`src/rtl/dsc_pkg.sv`:
```
/*
  Constants for the delta-sigma converter control block: register map, field positions,
  reset values and clock figures.
  Assumes a 20 MHz system clock and an AXI4-Lite master with 32-bit data.
*/
// What this block does
// - Converter unpowered until power-down and sleep clear.
// - Reset bit high then low starts conversion.
// - Device sets done flag when conversion finishes.
// - Done sets request flag; interrupt needs both enables.
// - Hold off: each result overwrites result registers.
// - Hold on: keep last result, discard later.
// - Source clock is system clock, direct or divided.
// - Reference select field routes positive reference.
// - Power-down switches converter off regardless inputs.
// - Result is 24-bit two's complement, sign MSB.
// - Out-of-range inputs saturate to extreme codes.
// - Code equals input over reference times 2^23.
// - Reset bit high holds filter, aborts conversion.
// - Hold on: no interrupt, done flag unchanged.
// - Divider all ones bypasses; else divide 2(n+1).
`default_nettype none

package dsc_pkg;
  // ---------------------------------------------------------------
  // Register byte addresses.
  // ---------------------------------------------------------------
  localparam int unsigned AW         = 6;
  localparam logic [5:0]  ADDR_CTRL0 = 6'h00;
  localparam logic [5:0]  ADDR_CTRL1 = 6'h04;
  localparam logic [5:0]  ADDR_CLK   = 6'h08;
  localparam logic [5:0]  ADDR_GAIN  = 6'h0c;
  localparam logic [5:0]  ADDR_ROUTE = 6'h10;
  localparam logic [5:0]  ADDR_CHAN  = 6'h14;
  localparam logic [5:0]  ADDR_IRQ   = 6'h18;
  localparam logic [5:0]  ADDR_RES_L = 6'h1c;
  localparam logic [5:0]  ADDR_RES_M = 6'h20;
  localparam logic [5:0]  ADDR_RES_H = 6'h24;
  // ---------------------------------------------------------------
  // Field positions and reset values.
  // ---------------------------------------------------------------
  localparam int unsigned C1_EDGE    = 0;
  localparam int unsigned C1_SLEEP   = 1;
  localparam int unsigned C1_PD      = 2;
  localparam int unsigned C1_FRST    = 3;
  localparam int unsigned C1_DONE    = 4;
  localparam int unsigned C1_HOLD    = 5;
  localparam int unsigned C1_REF_LO  = 6;
  localparam int unsigned IRQ_GLOBAL = 0;
  localparam int unsigned IRQ_CONV   = 1;
  localparam int unsigned IRQ_REQ    = 2;
  localparam logic [7:0]  CTRL1_RST  = 8'h04;
  localparam logic [7:0]  BYTE_RST   = 8'h00;
  localparam logic [4:0]  DIV_BYPASS = 5'h1f;
  localparam logic [1:0]  RESP_OKAY  = 2'h0;
  localparam logic [1:0]  RESP_SLV   = 2'h2;
  // ---------------------------------------------------------------
  // Result format and clock figures.
  // ---------------------------------------------------------------
  localparam int unsigned RES_W      = 24;
  localparam int unsigned FILT_W     = 28;
  localparam logic [23:0] RES_MAX    = 24'h7fffff;
  localparam logic [23:0] RES_MIN    = 24'h800000;
  localparam int unsigned SYS_HZ     = 20000000;
  localparam int unsigned MCLK_HZ    = 4000000;
endpackage

`default_nettype wire

```
`src/rtl/dsc_reg_if.sv`:
```
/*
  Register access carrier between the bus slave and the register file.
  Assumes both ends run on the same clock.
*/
`default_nettype none

interface dsc_reg_if;
  logic       wr_stb;
  logic [5:0] wr_addr;
  logic [7:0] wr_data;
  logic       wr_lane0;
  logic       wr_ok;
  logic [5:0] rd_addr;
  logic [7:0] rd_data;
  logic       rd_ok;
  modport slv (output wr_stb, wr_addr, wr_data, wr_lane0, rd_addr,
               input wr_ok, rd_data, rd_ok);
  modport regs (input wr_stb, wr_addr, wr_data, wr_lane0, rd_addr,
                output wr_ok, rd_data, rd_ok);
endinterface

`default_nettype wire

```
`src/rtl/dsc_clk_div.sv`:
```
/*
  Converter source clock enable: one pulse per source clock period.
  Assumes the divider field comes from a register on the same clock.
*/
`default_nettype none

module dsc_clk_div
(
  // Clock and reset.
  input  wire logic       clk_i,
  input  wire logic       rst_b_i,
  // Divider field and enable out.
  input  wire logic [4:0] div_i,
  output logic            mclk_en_o
);
  logic [5:0] cnt_ff;
  logic [5:0] last;
  logic       bypass;

  // All ones passes the clock through; else period is 2*(n+1) cycles.
  assign bypass    = (div_i == dsc_pkg::DIV_BYPASS);
  assign last      = {div_i, 1'b1};
  assign mclk_en_o = bypass || (cnt_ff >= last);

  // Period counter.
  always_ff @(posedge clk_i or negedge rst_b_i)
  begin
    if (!rst_b_i)
      cnt_ff <= 6'h00;
    else if (mclk_en_o)
      cnt_ff <= 6'h00;
    else
      cnt_ff <= cnt_ff + 6'h01;
  end
endmodule

`default_nettype wire

```
`src/rtl/dsc_axil_slv.sv`:
```
/*
  AXI4-Lite slave front end: takes write address and data in either order, one write
  and one read at a time, and passes them to the register file over the carrier.
  Assumes the register file decodes and answers combinationally.
*/
`default_nettype none

module dsc_axil_slv
(
  // Clock and reset.
  input  wire logic        clk_i,
  input  wire logic        rst_b_i,
  // Write channels.
  input  wire logic [5:0]  s_axi_awaddr,
  input  wire logic        s_axi_awvalid,
  output logic             s_axi_awready,
  input  wire logic [31:0] s_axi_wdata,
  input  wire logic [3:0]  s_axi_wstrb,
  input  wire logic        s_axi_wvalid,
  output logic             s_axi_wready,
  output logic [1:0]       s_axi_bresp,
  output logic             s_axi_bvalid,
  input  wire logic        s_axi_bready,
  // Read channels.
  input  wire logic [5:0]  s_axi_araddr,
  input  wire logic        s_axi_arvalid,
  output logic             s_axi_arready,
  output logic [31:0]      s_axi_rdata,
  output logic [1:0]       s_axi_rresp,
  output logic             s_axi_rvalid,
  input  wire logic        s_axi_rready,
  // Register file side.
  dsc_reg_if.slv           rif
);
  logic       aw_full_ff;
  logic       w_full_ff;
  logic [5:0] aw_addr_ff;
  logic [7:0] w_data_ff;
  logic       w_lane_ff;
  logic       wr_go;
  logic       rd_go;

  // Each channel is held until both halves of the write are present.
  assign s_axi_awready = !aw_full_ff;
  assign s_axi_wready  = !w_full_ff;
  assign s_axi_arready = !s_axi_rvalid;
  assign wr_go         = aw_full_ff && w_full_ff && !s_axi_bvalid;
  assign rd_go         = s_axi_arvalid && s_axi_arready;
  assign rif.wr_stb    = wr_go;
  assign rif.wr_addr   = aw_addr_ff;
  assign rif.wr_data   = w_data_ff;
  assign rif.wr_lane0  = w_lane_ff;
  assign rif.rd_addr   = s_axi_araddr;

  // Write path.
  always_ff @(posedge clk_i or negedge rst_b_i)
  begin
    if (!rst_b_i)
    begin
      aw_full_ff   <= 1'b0;
      w_full_ff    <= 1'b0;
      aw_addr_ff   <= 6'h00;
      w_data_ff    <= 8'h00;
      w_lane_ff    <= 1'b0;
      s_axi_bvalid <= 1'b0;
      s_axi_bresp  <= dsc_pkg::RESP_OKAY;
    end
    else
    begin
      if (s_axi_awvalid && !aw_full_ff)
      begin
        aw_full_ff <= 1'b1;
        aw_addr_ff <= s_axi_awaddr;
      end
      if (s_axi_wvalid && !w_full_ff)
      begin
        w_full_ff <= 1'b1;
        w_data_ff <= s_axi_wdata[7:0];
        w_lane_ff <= s_axi_wstrb[0];
      end
      if (wr_go)
      begin
        aw_full_ff   <= 1'b0;
        w_full_ff    <= 1'b0;
        s_axi_bvalid <= 1'b1;
        s_axi_bresp  <= rif.wr_ok ? dsc_pkg::RESP_OKAY : dsc_pkg::RESP_SLV;
      end
      else if (s_axi_bready)
        s_axi_bvalid <= 1'b0;
    end
  end

  // Read path: data is captured at the address handshake.
  always_ff @(posedge clk_i or negedge rst_b_i)
  begin
    if (!rst_b_i)
    begin
      s_axi_rvalid <= 1'b0;
      s_axi_rdata  <= 32'h0;
      s_axi_rresp  <= dsc_pkg::RESP_OKAY;
    end
    else if (rd_go)
    begin
      s_axi_rvalid <= 1'b1;
      s_axi_rdata  <= {24'h0, rif.rd_data};
      s_axi_rresp  <= rif.rd_ok ? dsc_pkg::RESP_OKAY : dsc_pkg::RESP_SLV;
    end
    else if (s_axi_rready)
      s_axi_rvalid <= 1'b0;
  end
endmodule

`default_nettype wire

```
`src/rtl/dsc_top.sv`:
```
/*
  Digital control of a 24-bit delta-sigma converter: power and sleep gating, start by
  filter reset pulse, done and interrupt request flags, result hold, saturation,
  source clock divider and reference routing, behind an AXI4-Lite register file.
  Assumes the decimation filter runs on this clock and delivers one wide signed value
  per finished conversion with a one-cycle valid.
*/
// Decided for this implementation: the address map and the AXI4-Lite register port.
`default_nettype none

module dsc_top
(
  // Clock and reset.
  input  wire logic        clk_i,
  input  wire logic        rst_b_i,
  // AXI4-Lite write channels.
  input  wire logic [5:0]  s_axi_awaddr,
  input  wire logic        s_axi_awvalid,
  output logic             s_axi_awready,
  input  wire logic [31:0] s_axi_wdata,
  input  wire logic [3:0]  s_axi_wstrb,
  input  wire logic        s_axi_wvalid,
  output logic             s_axi_wready,
  output logic [1:0]       s_axi_bresp,
  output logic             s_axi_bvalid,
  input  wire logic        s_axi_bready,
  // AXI4-Lite read channels.
  input  wire logic [5:0]  s_axi_araddr,
  input  wire logic        s_axi_arvalid,
  output logic             s_axi_arready,
  output logic [31:0]      s_axi_rdata,
  output logic [1:0]       s_axi_rresp,
  output logic             s_axi_rvalid,
  input  wire logic        s_axi_rready,
  // Decimation filter result.
  input  wire logic        filt_valid_i,
  input  wire logic [27:0] filt_data_i,
  // Analog and filter control.
  output logic             analog_en_o,
  output logic             modulator_en_o,
  output logic             filter_rst_o,
  output logic             mclk_en_o,
  output logic [1:0]       pos_reference_select_o,
  output logic             edge_sel_o,
  output logic [3:0]       oversample_select_o,
  output logic [2:0]       filter_rate_mode_o,
  output logic [7:0]       gain_config_o,
  output logic [7:0]       input_route_config_o,
  output logic [3:0]       pos_channel_select_o,
  output logic [3:0]       neg_channel_select_o,
  // Interrupt.
  output logic             irq_o
);
  // ---------------------------------------------------------------
  // Declarations.
  // ---------------------------------------------------------------
  dsc_reg_if rif ();

  logic [7:0]  ctrl0_ff;
  logic [7:0]  ctrl1_ff;
  logic [4:0]  clk_ff;
  logic [7:0]  gain_ff;
  logic [7:0]  route_ff;
  logic [7:0]  chan_ff;
  logic [2:0]  irq_ff;
  logic [23:0] result_ff;
  logic        run_ff;
  logic        frst_prev_ff;
  logic [7:0]  nxt_ctrl1;
  logic [2:0]  nxt_irq;
  logic [23:0] nxt_result;
  logic        nxt_run;
  logic [7:0]  ctrl1_base;
  logic [2:0]  irq_base;
  logic        wr_ctrl0;
  logic        wr_ctrl1;
  logic        wr_clk;
  logic        wr_gain;
  logic        wr_route;
  logic        wr_chan;
  logic        wr_irq;
  logic        powered;
  logic        hold;
  logic        frst;
  logic        start;
  logic        done_evt;
  logic        accept;
  logic        over;
  logic        under;
  logic [23:0] sat;
  logic        rd_rw;
  logic        rd_res;

  // ---------------------------------------------------------------
  // Bus slave and source clock divider.
  // ---------------------------------------------------------------
  dsc_axil_slv u_slv
  (
    .clk_i         (clk_i),
    .rst_b_i       (rst_b_i),
    .s_axi_awaddr  (s_axi_awaddr),
    .s_axi_awvalid (s_axi_awvalid),
    .s_axi_awready (s_axi_awready),
    .s_axi_wdata   (s_axi_wdata),
    .s_axi_wstrb   (s_axi_wstrb),
    .s_axi_wvalid  (s_axi_wvalid),
    .s_axi_wready  (s_axi_wready),
    .s_axi_bresp   (s_axi_bresp),
    .s_axi_bvalid  (s_axi_bvalid),
    .s_axi_bready  (s_axi_bready),
    .s_axi_araddr  (s_axi_araddr),
    .s_axi_arvalid (s_axi_arvalid),
    .s_axi_arready (s_axi_arready),
    .s_axi_rdata   (s_axi_rdata),
    .s_axi_rresp   (s_axi_rresp),
    .s_axi_rvalid  (s_axi_rvalid),
    .s_axi_rready  (s_axi_rready),
    .rif           (rif)
  );

  // Source clock enable, direct or divided system clock.
  dsc_clk_div u_div
  (
    .clk_i     (clk_i),
    .rst_b_i   (rst_b_i),
    .div_i     (clk_ff),
    .mclk_en_o (mclk_en_o)
  );

  // ---------------------------------------------------------------
  // Write decode: only byte lane 0 carries register data.
  // ---------------------------------------------------------------
  assign wr_ctrl0 = rif.wr_stb && rif.wr_lane0 && (rif.wr_addr == dsc_pkg::ADDR_CTRL0);
  assign wr_ctrl1 = rif.wr_stb && rif.wr_lane0 && (rif.wr_addr == dsc_pkg::ADDR_CTRL1);
  assign wr_clk   = rif.wr_stb && rif.wr_lane0 && (rif.wr_addr == dsc_pkg::ADDR_CLK);
  assign wr_gain  = rif.wr_stb && rif.wr_lane0 && (rif.wr_addr == dsc_pkg::ADDR_GAIN);
  assign wr_route = rif.wr_stb && rif.wr_lane0 && (rif.wr_addr == dsc_pkg::ADDR_ROUTE);
  assign wr_chan  = rif.wr_stb && rif.wr_lane0 && (rif.wr_addr == dsc_pkg::ADDR_CHAN);
  assign wr_irq   = rif.wr_stb && rif.wr_lane0 && (rif.wr_addr == dsc_pkg::ADDR_IRQ);

  // Writable addresses answer OKAY; results and holes answer SLVERR.
  assign rif.wr_ok = (rif.wr_addr <= dsc_pkg::ADDR_IRQ) && (rif.wr_addr[1:0] == 2'h0);

  // ---------------------------------------------------------------
  // Converter state.
  // ---------------------------------------------------------------
  // Power-down overrides sleep and filter reset; both must clear to run.
  assign powered = !ctrl1_ff[dsc_pkg::C1_PD] && !ctrl1_ff[dsc_pkg::C1_SLEEP];
  assign hold    = ctrl1_ff[dsc_pkg::C1_HOLD];
  assign frst    = ctrl1_ff[dsc_pkg::C1_FRST];
  assign start   = frst_prev_ff && !frst && powered;

  // A conversion counts only while started, powered and out of reset.
  assign done_evt = filt_valid_i && run_ff && powered && !frst;
  assign accept   = done_evt && !hold;

  // Run starts on the falling reset bit and drops when reset or unpowered.
  assign nxt_run = (!powered || frst) ? 1'b0 : (start ? 1'b1 : run_ff);

  // Saturate the wide filter value to the signed 24-bit code range.
  assign over  = !filt_data_i[27] && (filt_data_i[26:23] != 4'h0);
  assign under = filt_data_i[27] && (filt_data_i[26:23] != 4'hf);
  assign sat   = over ? dsc_pkg::RES_MAX :
                 (under ? dsc_pkg::RES_MIN : filt_data_i[23:0]);

  // Result changes only on an accepted conversion, frozen while held.
  assign nxt_result = accept ? sat : result_ff;

  // Hardware set of done and request wins over a software clear.
  assign ctrl1_base = wr_ctrl1 ? rif.wr_data : ctrl1_ff;
  assign nxt_ctrl1  = {ctrl1_base[7:5], ctrl1_base[4] | accept, ctrl1_base[3:0]};
  assign irq_base   = wr_irq ? rif.wr_data[2:0] : irq_ff;
  assign nxt_irq    = {irq_base[2] | accept, irq_base[1:0]};

  // Control and flag registers.
  always_ff @(posedge clk_i or negedge rst_b_i)
  begin
    if (!rst_b_i)
    begin
      ctrl1_ff     <= dsc_pkg::CTRL1_RST;
      irq_ff       <= 3'h0;
      run_ff       <= 1'b0;
      frst_prev_ff <= 1'b0;
      result_ff    <= 24'h000000;
    end
    else
    begin
      ctrl1_ff     <= nxt_ctrl1;
      irq_ff       <= nxt_irq;
      run_ff       <= nxt_run;
      frst_prev_ff <= frst;
      result_ff    <= nxt_result;
    end
  end

  // Plain configuration registers.
  always_ff @(posedge clk_i or negedge rst_b_i)
  begin
    if (!rst_b_i)
    begin
      ctrl0_ff <= dsc_pkg::BYTE_RST;
      clk_ff   <= 5'h00;
      gain_ff  <= dsc_pkg::BYTE_RST;
      route_ff <= dsc_pkg::BYTE_RST;
      chan_ff  <= dsc_pkg::BYTE_RST;
    end
    else
    begin
      ctrl0_ff <= wr_ctrl0 ? rif.wr_data : ctrl0_ff;
      clk_ff   <= wr_clk ? rif.wr_data[4:0] : clk_ff;
      gain_ff  <= wr_gain ? rif.wr_data : gain_ff;
      route_ff <= wr_route ? rif.wr_data : route_ff;
      chan_ff  <= wr_chan ? rif.wr_data : chan_ff;
    end
  end

  // ---------------------------------------------------------------
  // Outputs to the analog side.
  // ---------------------------------------------------------------
  assign analog_en_o            = !ctrl1_ff[dsc_pkg::C1_PD];
  assign modulator_en_o         = powered;
  assign filter_rst_o           = frst || !run_ff;
  assign pos_reference_select_o = ctrl1_ff[7:6];
  assign edge_sel_o             = ctrl1_ff[dsc_pkg::C1_EDGE];
  assign oversample_select_o    = ctrl0_ff[3:0];
  assign filter_rate_mode_o     = ctrl0_ff[6:4];
  assign gain_config_o          = gain_ff;
  assign input_route_config_o   = route_ff;
  assign pos_channel_select_o   = chan_ff[3:0];
  assign neg_channel_select_o   = chan_ff[7:4];
  assign irq_o = irq_ff[dsc_pkg::IRQ_REQ] && irq_ff[dsc_pkg::IRQ_CONV]
                 && irq_ff[dsc_pkg::IRQ_GLOBAL];

  // ---------------------------------------------------------------
  // Read decode.
  // ---------------------------------------------------------------
  assign rd_rw  = (rif.rd_addr <= dsc_pkg::ADDR_IRQ) && (rif.rd_addr[1:0] == 2'h0);
  assign rd_res = (rif.rd_addr == dsc_pkg::ADDR_RES_L) || (rif.rd_addr == dsc_pkg::ADDR_RES_M)
                  || (rif.rd_addr == dsc_pkg::ADDR_RES_H);
  assign rif.rd_ok = rd_rw || rd_res;

  // Result bytes are split low, middle, high across three words.
  assign rif.rd_data =
    (rif.rd_addr == dsc_pkg::ADDR_CTRL0) ? ctrl0_ff :
    (rif.rd_addr == dsc_pkg::ADDR_CTRL1) ? ctrl1_ff :
    (rif.rd_addr == dsc_pkg::ADDR_CLK)   ? {3'h0, clk_ff} :
    (rif.rd_addr == dsc_pkg::ADDR_GAIN)  ? gain_ff :
    (rif.rd_addr == dsc_pkg::ADDR_ROUTE) ? route_ff :
    (rif.rd_addr == dsc_pkg::ADDR_CHAN)  ? chan_ff :
    (rif.rd_addr == dsc_pkg::ADDR_IRQ)   ? {5'h00, irq_ff} :
    (rif.rd_addr == dsc_pkg::ADDR_RES_L) ? result_ff[7:0] :
    (rif.rd_addr == dsc_pkg::ADDR_RES_M) ? result_ff[15:8] :
    (rif.rd_addr == dsc_pkg::ADDR_RES_H) ? result_ff[23:16] :
    8'h00;
endmodule

`default_nettype wire

```
`config.mk`:
```
export PLATFORM = sky130hd
export DESIGN_NAME = dsc_top
export DESIGN_NICKNAME = d
export VERILOG_FILES = /design/src/rtl/dsc_pkg.sv /design/src/rtl/dsc_reg_if.sv /design/src/rtl/dsc_clk_div.sv /design/src/rtl/dsc_axil_slv.sv /design/src/rtl/dsc_top.sv
export SDC_FILE = /design/constraint.sdc
export NUM_CORES = 1
export LEC_CHECK = 0
export BUFFER_PORTS_ARGS = -buffer_cell sky130_fd_sc_hd__buf_4
export CORE_MARGIN = 4
export CORE_UTILIZATION = 52
export DETAILED_ROUTE_END_ITERATION = 12
export PLACE_DENSITY = 0.8
export SYNTH_ARGS = -nofsm -noshare
export SYNTH_HDL_FRONTEND = slang
export SYNTH_SLANG_ARGS = --single-unit
```
`constraint.sdc`:
```
create_clock -name clk_i -period 2.3 [get_ports clk_i]
set_clock_uncertainty 0.15 [all_clocks]
set_input_delay 0.69 -clock clk_i [delete_from_list [all_inputs] [get_ports clk_i]]
set_output_delay 0.69 -clock clk_i [all_outputs]
set_load 0.02 [all_outputs]
```
==> results.txt <==
Across the whole layout, storage elements account for 2730 µm². The number of max-cap violations is 0. The number of global-route vias before repair is 4470. Grouping stages by cell kind, the critical path spends the most delay in compound AO/OA/AOI/OAI gates. The final setup violation count is 1.

The synthesized-area fraction occupied by xor and xnor cells came out at 0.624%. The worst setup path is captured at an output port. The routed length per placed instance is 18.6 µm.

For the pin with the worst max-slew slack, the measured transition is 0.582 ns. The pin count of the biggest net entering global routing came out at 48. Each instance of the synthesized netlist takes up on average 10.7 µm². Summed over all nets, the half-perimeter wirelength after detailed placement is 10700 µm.

The die height came out at 112 µm. Hold repair after CTS inserted 0 buffers. The overall track demand over capacity in global routing is 23.2%. By area the synthesized netlist is led by sky130_fd_sc_hd__dfrtp_1, sky130_fd_sc_hd__mux2_2, sky130_fd_sc_hd__buf_4. The compound-cell area share of the yosys netlist is 10.2%. By area, the combinational part of the netlist is dominated by simple AND/OR/NAND/NOR gates. The checks that failed: negative setup slack.

Detailed routing inserted a total of 4445 vias. TritonCTS built the clock tree. The slowest stage of the critical path belongs to the cell sky130_fd_sc_hd__dfrtp_1. The peak ir drop on the vdd network is 0.577 mV. The number of vias per cell after detailed routing is 5.70. The I/O pin count is 164. After layout, the design draws a total of 7.37 mW. Global routing used 32.8% of the available met1 tracks. Cells with a size suffix above 1 make up 36.3% of the layout.

The synthesized netlist devotes 15.9% of its cell area to simple gates. The area of the multi-input gates came out at 2580 µm². For this design the static power due to leakage is 3.22 nW. The relative slew slack came out at 61.2%. The initial core utilization is 53.9%. After synthesis the netlist holds a flip-flop and latch count of 109. The first global-routing pass estimated 23300 µm of wire.

The number of remaining DRC errors came out at 0. The count of final max-slew check failures is 0. The number of antenna cells inserted came out at 0. The final clock period utilization by the worst path is 108%. The floorplan step defined a die boundary enclosing 12500 µm². For this run, the share of the core covered by cells in the final layout is 64.9%. The share of synthesized cell area in full adder, half adder and majority cells came out at 1.34%. Counting I/O delays and the setup requirement, the final critical path takes 2.49 ns.

The fraction of the yosys area taken by sequential cells came out at 48.6%. The final setup slack of the worst path came out at -0.190 ns. The tightest hold path in the finished design has a slack of 0.0660 ns. Summed over all layers, the global routing overflow is 0. The routability-driven placement congestion ratio is 0.881.

For this run, the number of Yosys warnings is 0. The met2 usage in global routing came out at 36.5%. For this run, asynchronously set or reset flops after synthesis account for 100%. The initial antenna violation count came to 0. The total clock buffers created by CTS is 9. For this run, the leading register cell type out of synthesis is sky130_fd_sc_hd__dfrtp_1.

The flow ran to the end, but the final reports show violations. Counting distinct cell types in the post-synthesis netlist gives 57. The portion of synthesized cell area occupied by the leading cell type came out at 48.1%.

The DRC violation total after the first TritonRoute iteration came out at 347. The highest cell delay on the worst timing path is 0.40 ns. The first-pass detailed-route iteration total is 4.

The startpoint-to-endpoint class of the critical path is flip-flop to output port. The layer flagged by global routing as most heavily used is met2. Dividing total power by cell area gives a power density of 1090 nW/µm². The clock root buffer master is sky130_fd_sc_hd__clkbuf_8. No sink is reached through more buffers than the 2 on the longest clock path. The site row count is 37. The overall routed net length came out at 14500 µm. The final net count is 729. The number of clock sinks is 109. The area added between synthesis and finish came out at 20.5%. The worst setup path is launched from a flip-flop. The core region is 10400 µm². Leaving out fill and tap cells, the most frequent cell in the layout is sky130_fd_sc_hd__buf_4.

Setup repair after global routing could not meet its margin everywhere. The post-place setup slack came out at 0.0155 ns. The number of H-tree levels came out at 3. The buffering stage count on the worst path with inverters included is 2. The remaining number of nets flagged by the antenna check after routing is 0. The post-synthesis cell count is 527. The die is 112 µm wide. Derived from the worst setup path, the maximum achievable clock frequency is 0.402 GHz. The fill cell total of the finished layout came out at 819. The hold violation total from the final report came out at 0. For met3 alone, demand over resource in global routing was 5.16%. The synthesized netlist occupies a cell area of 5610 µm². In the layout the commonest cells are sky130_fd_sc_hd__buf_4, sky130_fd_sc_hd__dfrtp_1, sky130_fd_sc_hd__mux2_2. sky130_fd_sc_hd__dfrtp_1 takes more of the synthesized area than any other cell. The number of enable flip-flop cells after synthesis is 0. The min-delay analysis places its worst path in the category input pin to async pin. Of the post-synthesis cell area, the part taken by muxes is 15.7%.

Of all nets on the critical path, the largest fanout is 2. The data arrival at the endpoint of the critical path is 1.65 ns. The clock network latency to the later pin of the worst-skew pair is 0.38 ns. Data on the critical path is required at its endpoint by 1.46 ns. Clock-pin slew was measured on the worst setup and hold paths at 0.10 ns. The number of I/O port buffers came out at 110. The signal on the critical path passes through inv_2, ha_4, a21oi_1, o21ai_1, a31o_2, buf_6. In the final timing run, aggregate negative setup slack is -0.190 ns.
## metal layers
| metal | routed length, µm | vias up |
|---|---|---|
| met1 | 6300 | 2196 |
| met4 | 264 | 0 |
| met2 | 6820 | 187 |
| li1 | - | 2037 |
| met5 | 0 | - |
| met3 | 1110 | 25 |
## metrics by stage
step	instance area [µm²]	cells
6_report	6760	780
5_1_grt	6760	780
4_1_cts	6730	778
3_5_place_dp	6520	757
3_3_place_gp	6520	757
2_1_floorplan	5710	552
## logic make-up after synthesis
| group | count (synthesis) |
|---|---|
| and+or+nand+nor | 159 |
| DFF | 109 |
| AOI/OAI and AO/OA | 93 |
| muxes | 78 |
| buffers and inverters | 77 |
| adders and majority gates | 6 |
| xor gates and xnor gates | 4 |
| other | 1 |
## path summary, 6_finish.rpt
path                                      start                    to  slack, ns  cells past startpoint
setup / recovery                      clk_ff[2]             mclk_en_o      -0.19                      6
hold / removal                          rst_b_i         result_ff[23]       0.07                      1
setup reg to reg             u_slv.s_axi_bvalid      gain_config_o[4]       0.16                      5
hold reg to reg            u_slv.s_axi_rresp[1]  u_slv.s_axi_rresp[1]       0.34                      2
max in group asynchronous               rst_b_i       u_div.cnt_ff[1]       1.32                      2
min in group clk_i                 s_axi_rready    u_slv.s_axi_rvalid       0.34                      2
## registers in the layout, indices dropped and copies added (netlist names), 3 cells and up
register,count
gain_config_o,8
ctrl0_ff,8
clk_ff,5
u_slv.s_axi_rdata,8
input_route_config_o,8
u_div.cnt_ff,6
u_slv.rif.wr_addr,6
irq_ff,3
ctrl1_ff,8
u_slv.rif.wr_data,8
result_ff,24
chan_ff,8
## layout make-up
class	count	share of cell area, %
Clock buffer	12	2.00
Tap cell	136	2.52
Inverter	15	0.832
Clock inverter	4	0.388
Timing Repair Buffer	138	15.7
Multi-Input combinational cell	366	38.2
Sequential cell	109	40.4
## report_power, final
group	internal [mW]	total, mW	switching (mW)	leakage [nW]
registers	2.64	3.44	0.806	1.41
logic	1.41	2.90	1.49	1.73
clock network	0.395	1.03	0.635	0.0803
## Yosys cell counts, types with 4 or more instances
cell / number
sky130_fd_sc_hd__ha_1: 6
sky130_fd_sc_hd__buf_4: 35
sky130_fd_sc_hd__nor2b_1: 6
sky130_fd_sc_hd__o22ai_1: 7
sky130_fd_sc_hd__a221o_1: 5
sky130_fd_sc_hd__clkbuf_1: 21
sky130_fd_sc_hd__a31oi_1: 7
sky130_fd_sc_hd__buf_2: 5
sky130_fd_sc_hd__nand2b_1: 7
sky130_fd_sc_hd__nor2_1: 46
sky130_fd_sc_hd__nand2_1: 38
sky130_fd_sc_hd__mux2i_1: 15
sky130_fd_sc_hd__a21oi_1: 12
sky130_fd_sc_hd__nor3_1: 9
sky130_fd_sc_hd__mux2_2: 61
sky130_fd_sc_hd__inv_1: 15
sky130_fd_sc_hd__o21ai_0: 43
sky130_fd_sc_hd__and3_1: 4
sky130_fd_sc_hd__dfrtp_1: 108
sky130_fd_sc_hd__nand3_1: 9
sky130_fd_sc_hd__nand3b_1: 4
sky130_fd_sc_hd__or4bb_1: 5
## what timing repair did
item | 4_1_cts | 5_1_grt
resized for setup | 5 | 4
buffers inserted | 5 | 2
gates cloned | 0 | 0
pin swaps | 5 | 4
endpoints found under the setup margin | 1 | 1
(Power assumes the default switching activity.)
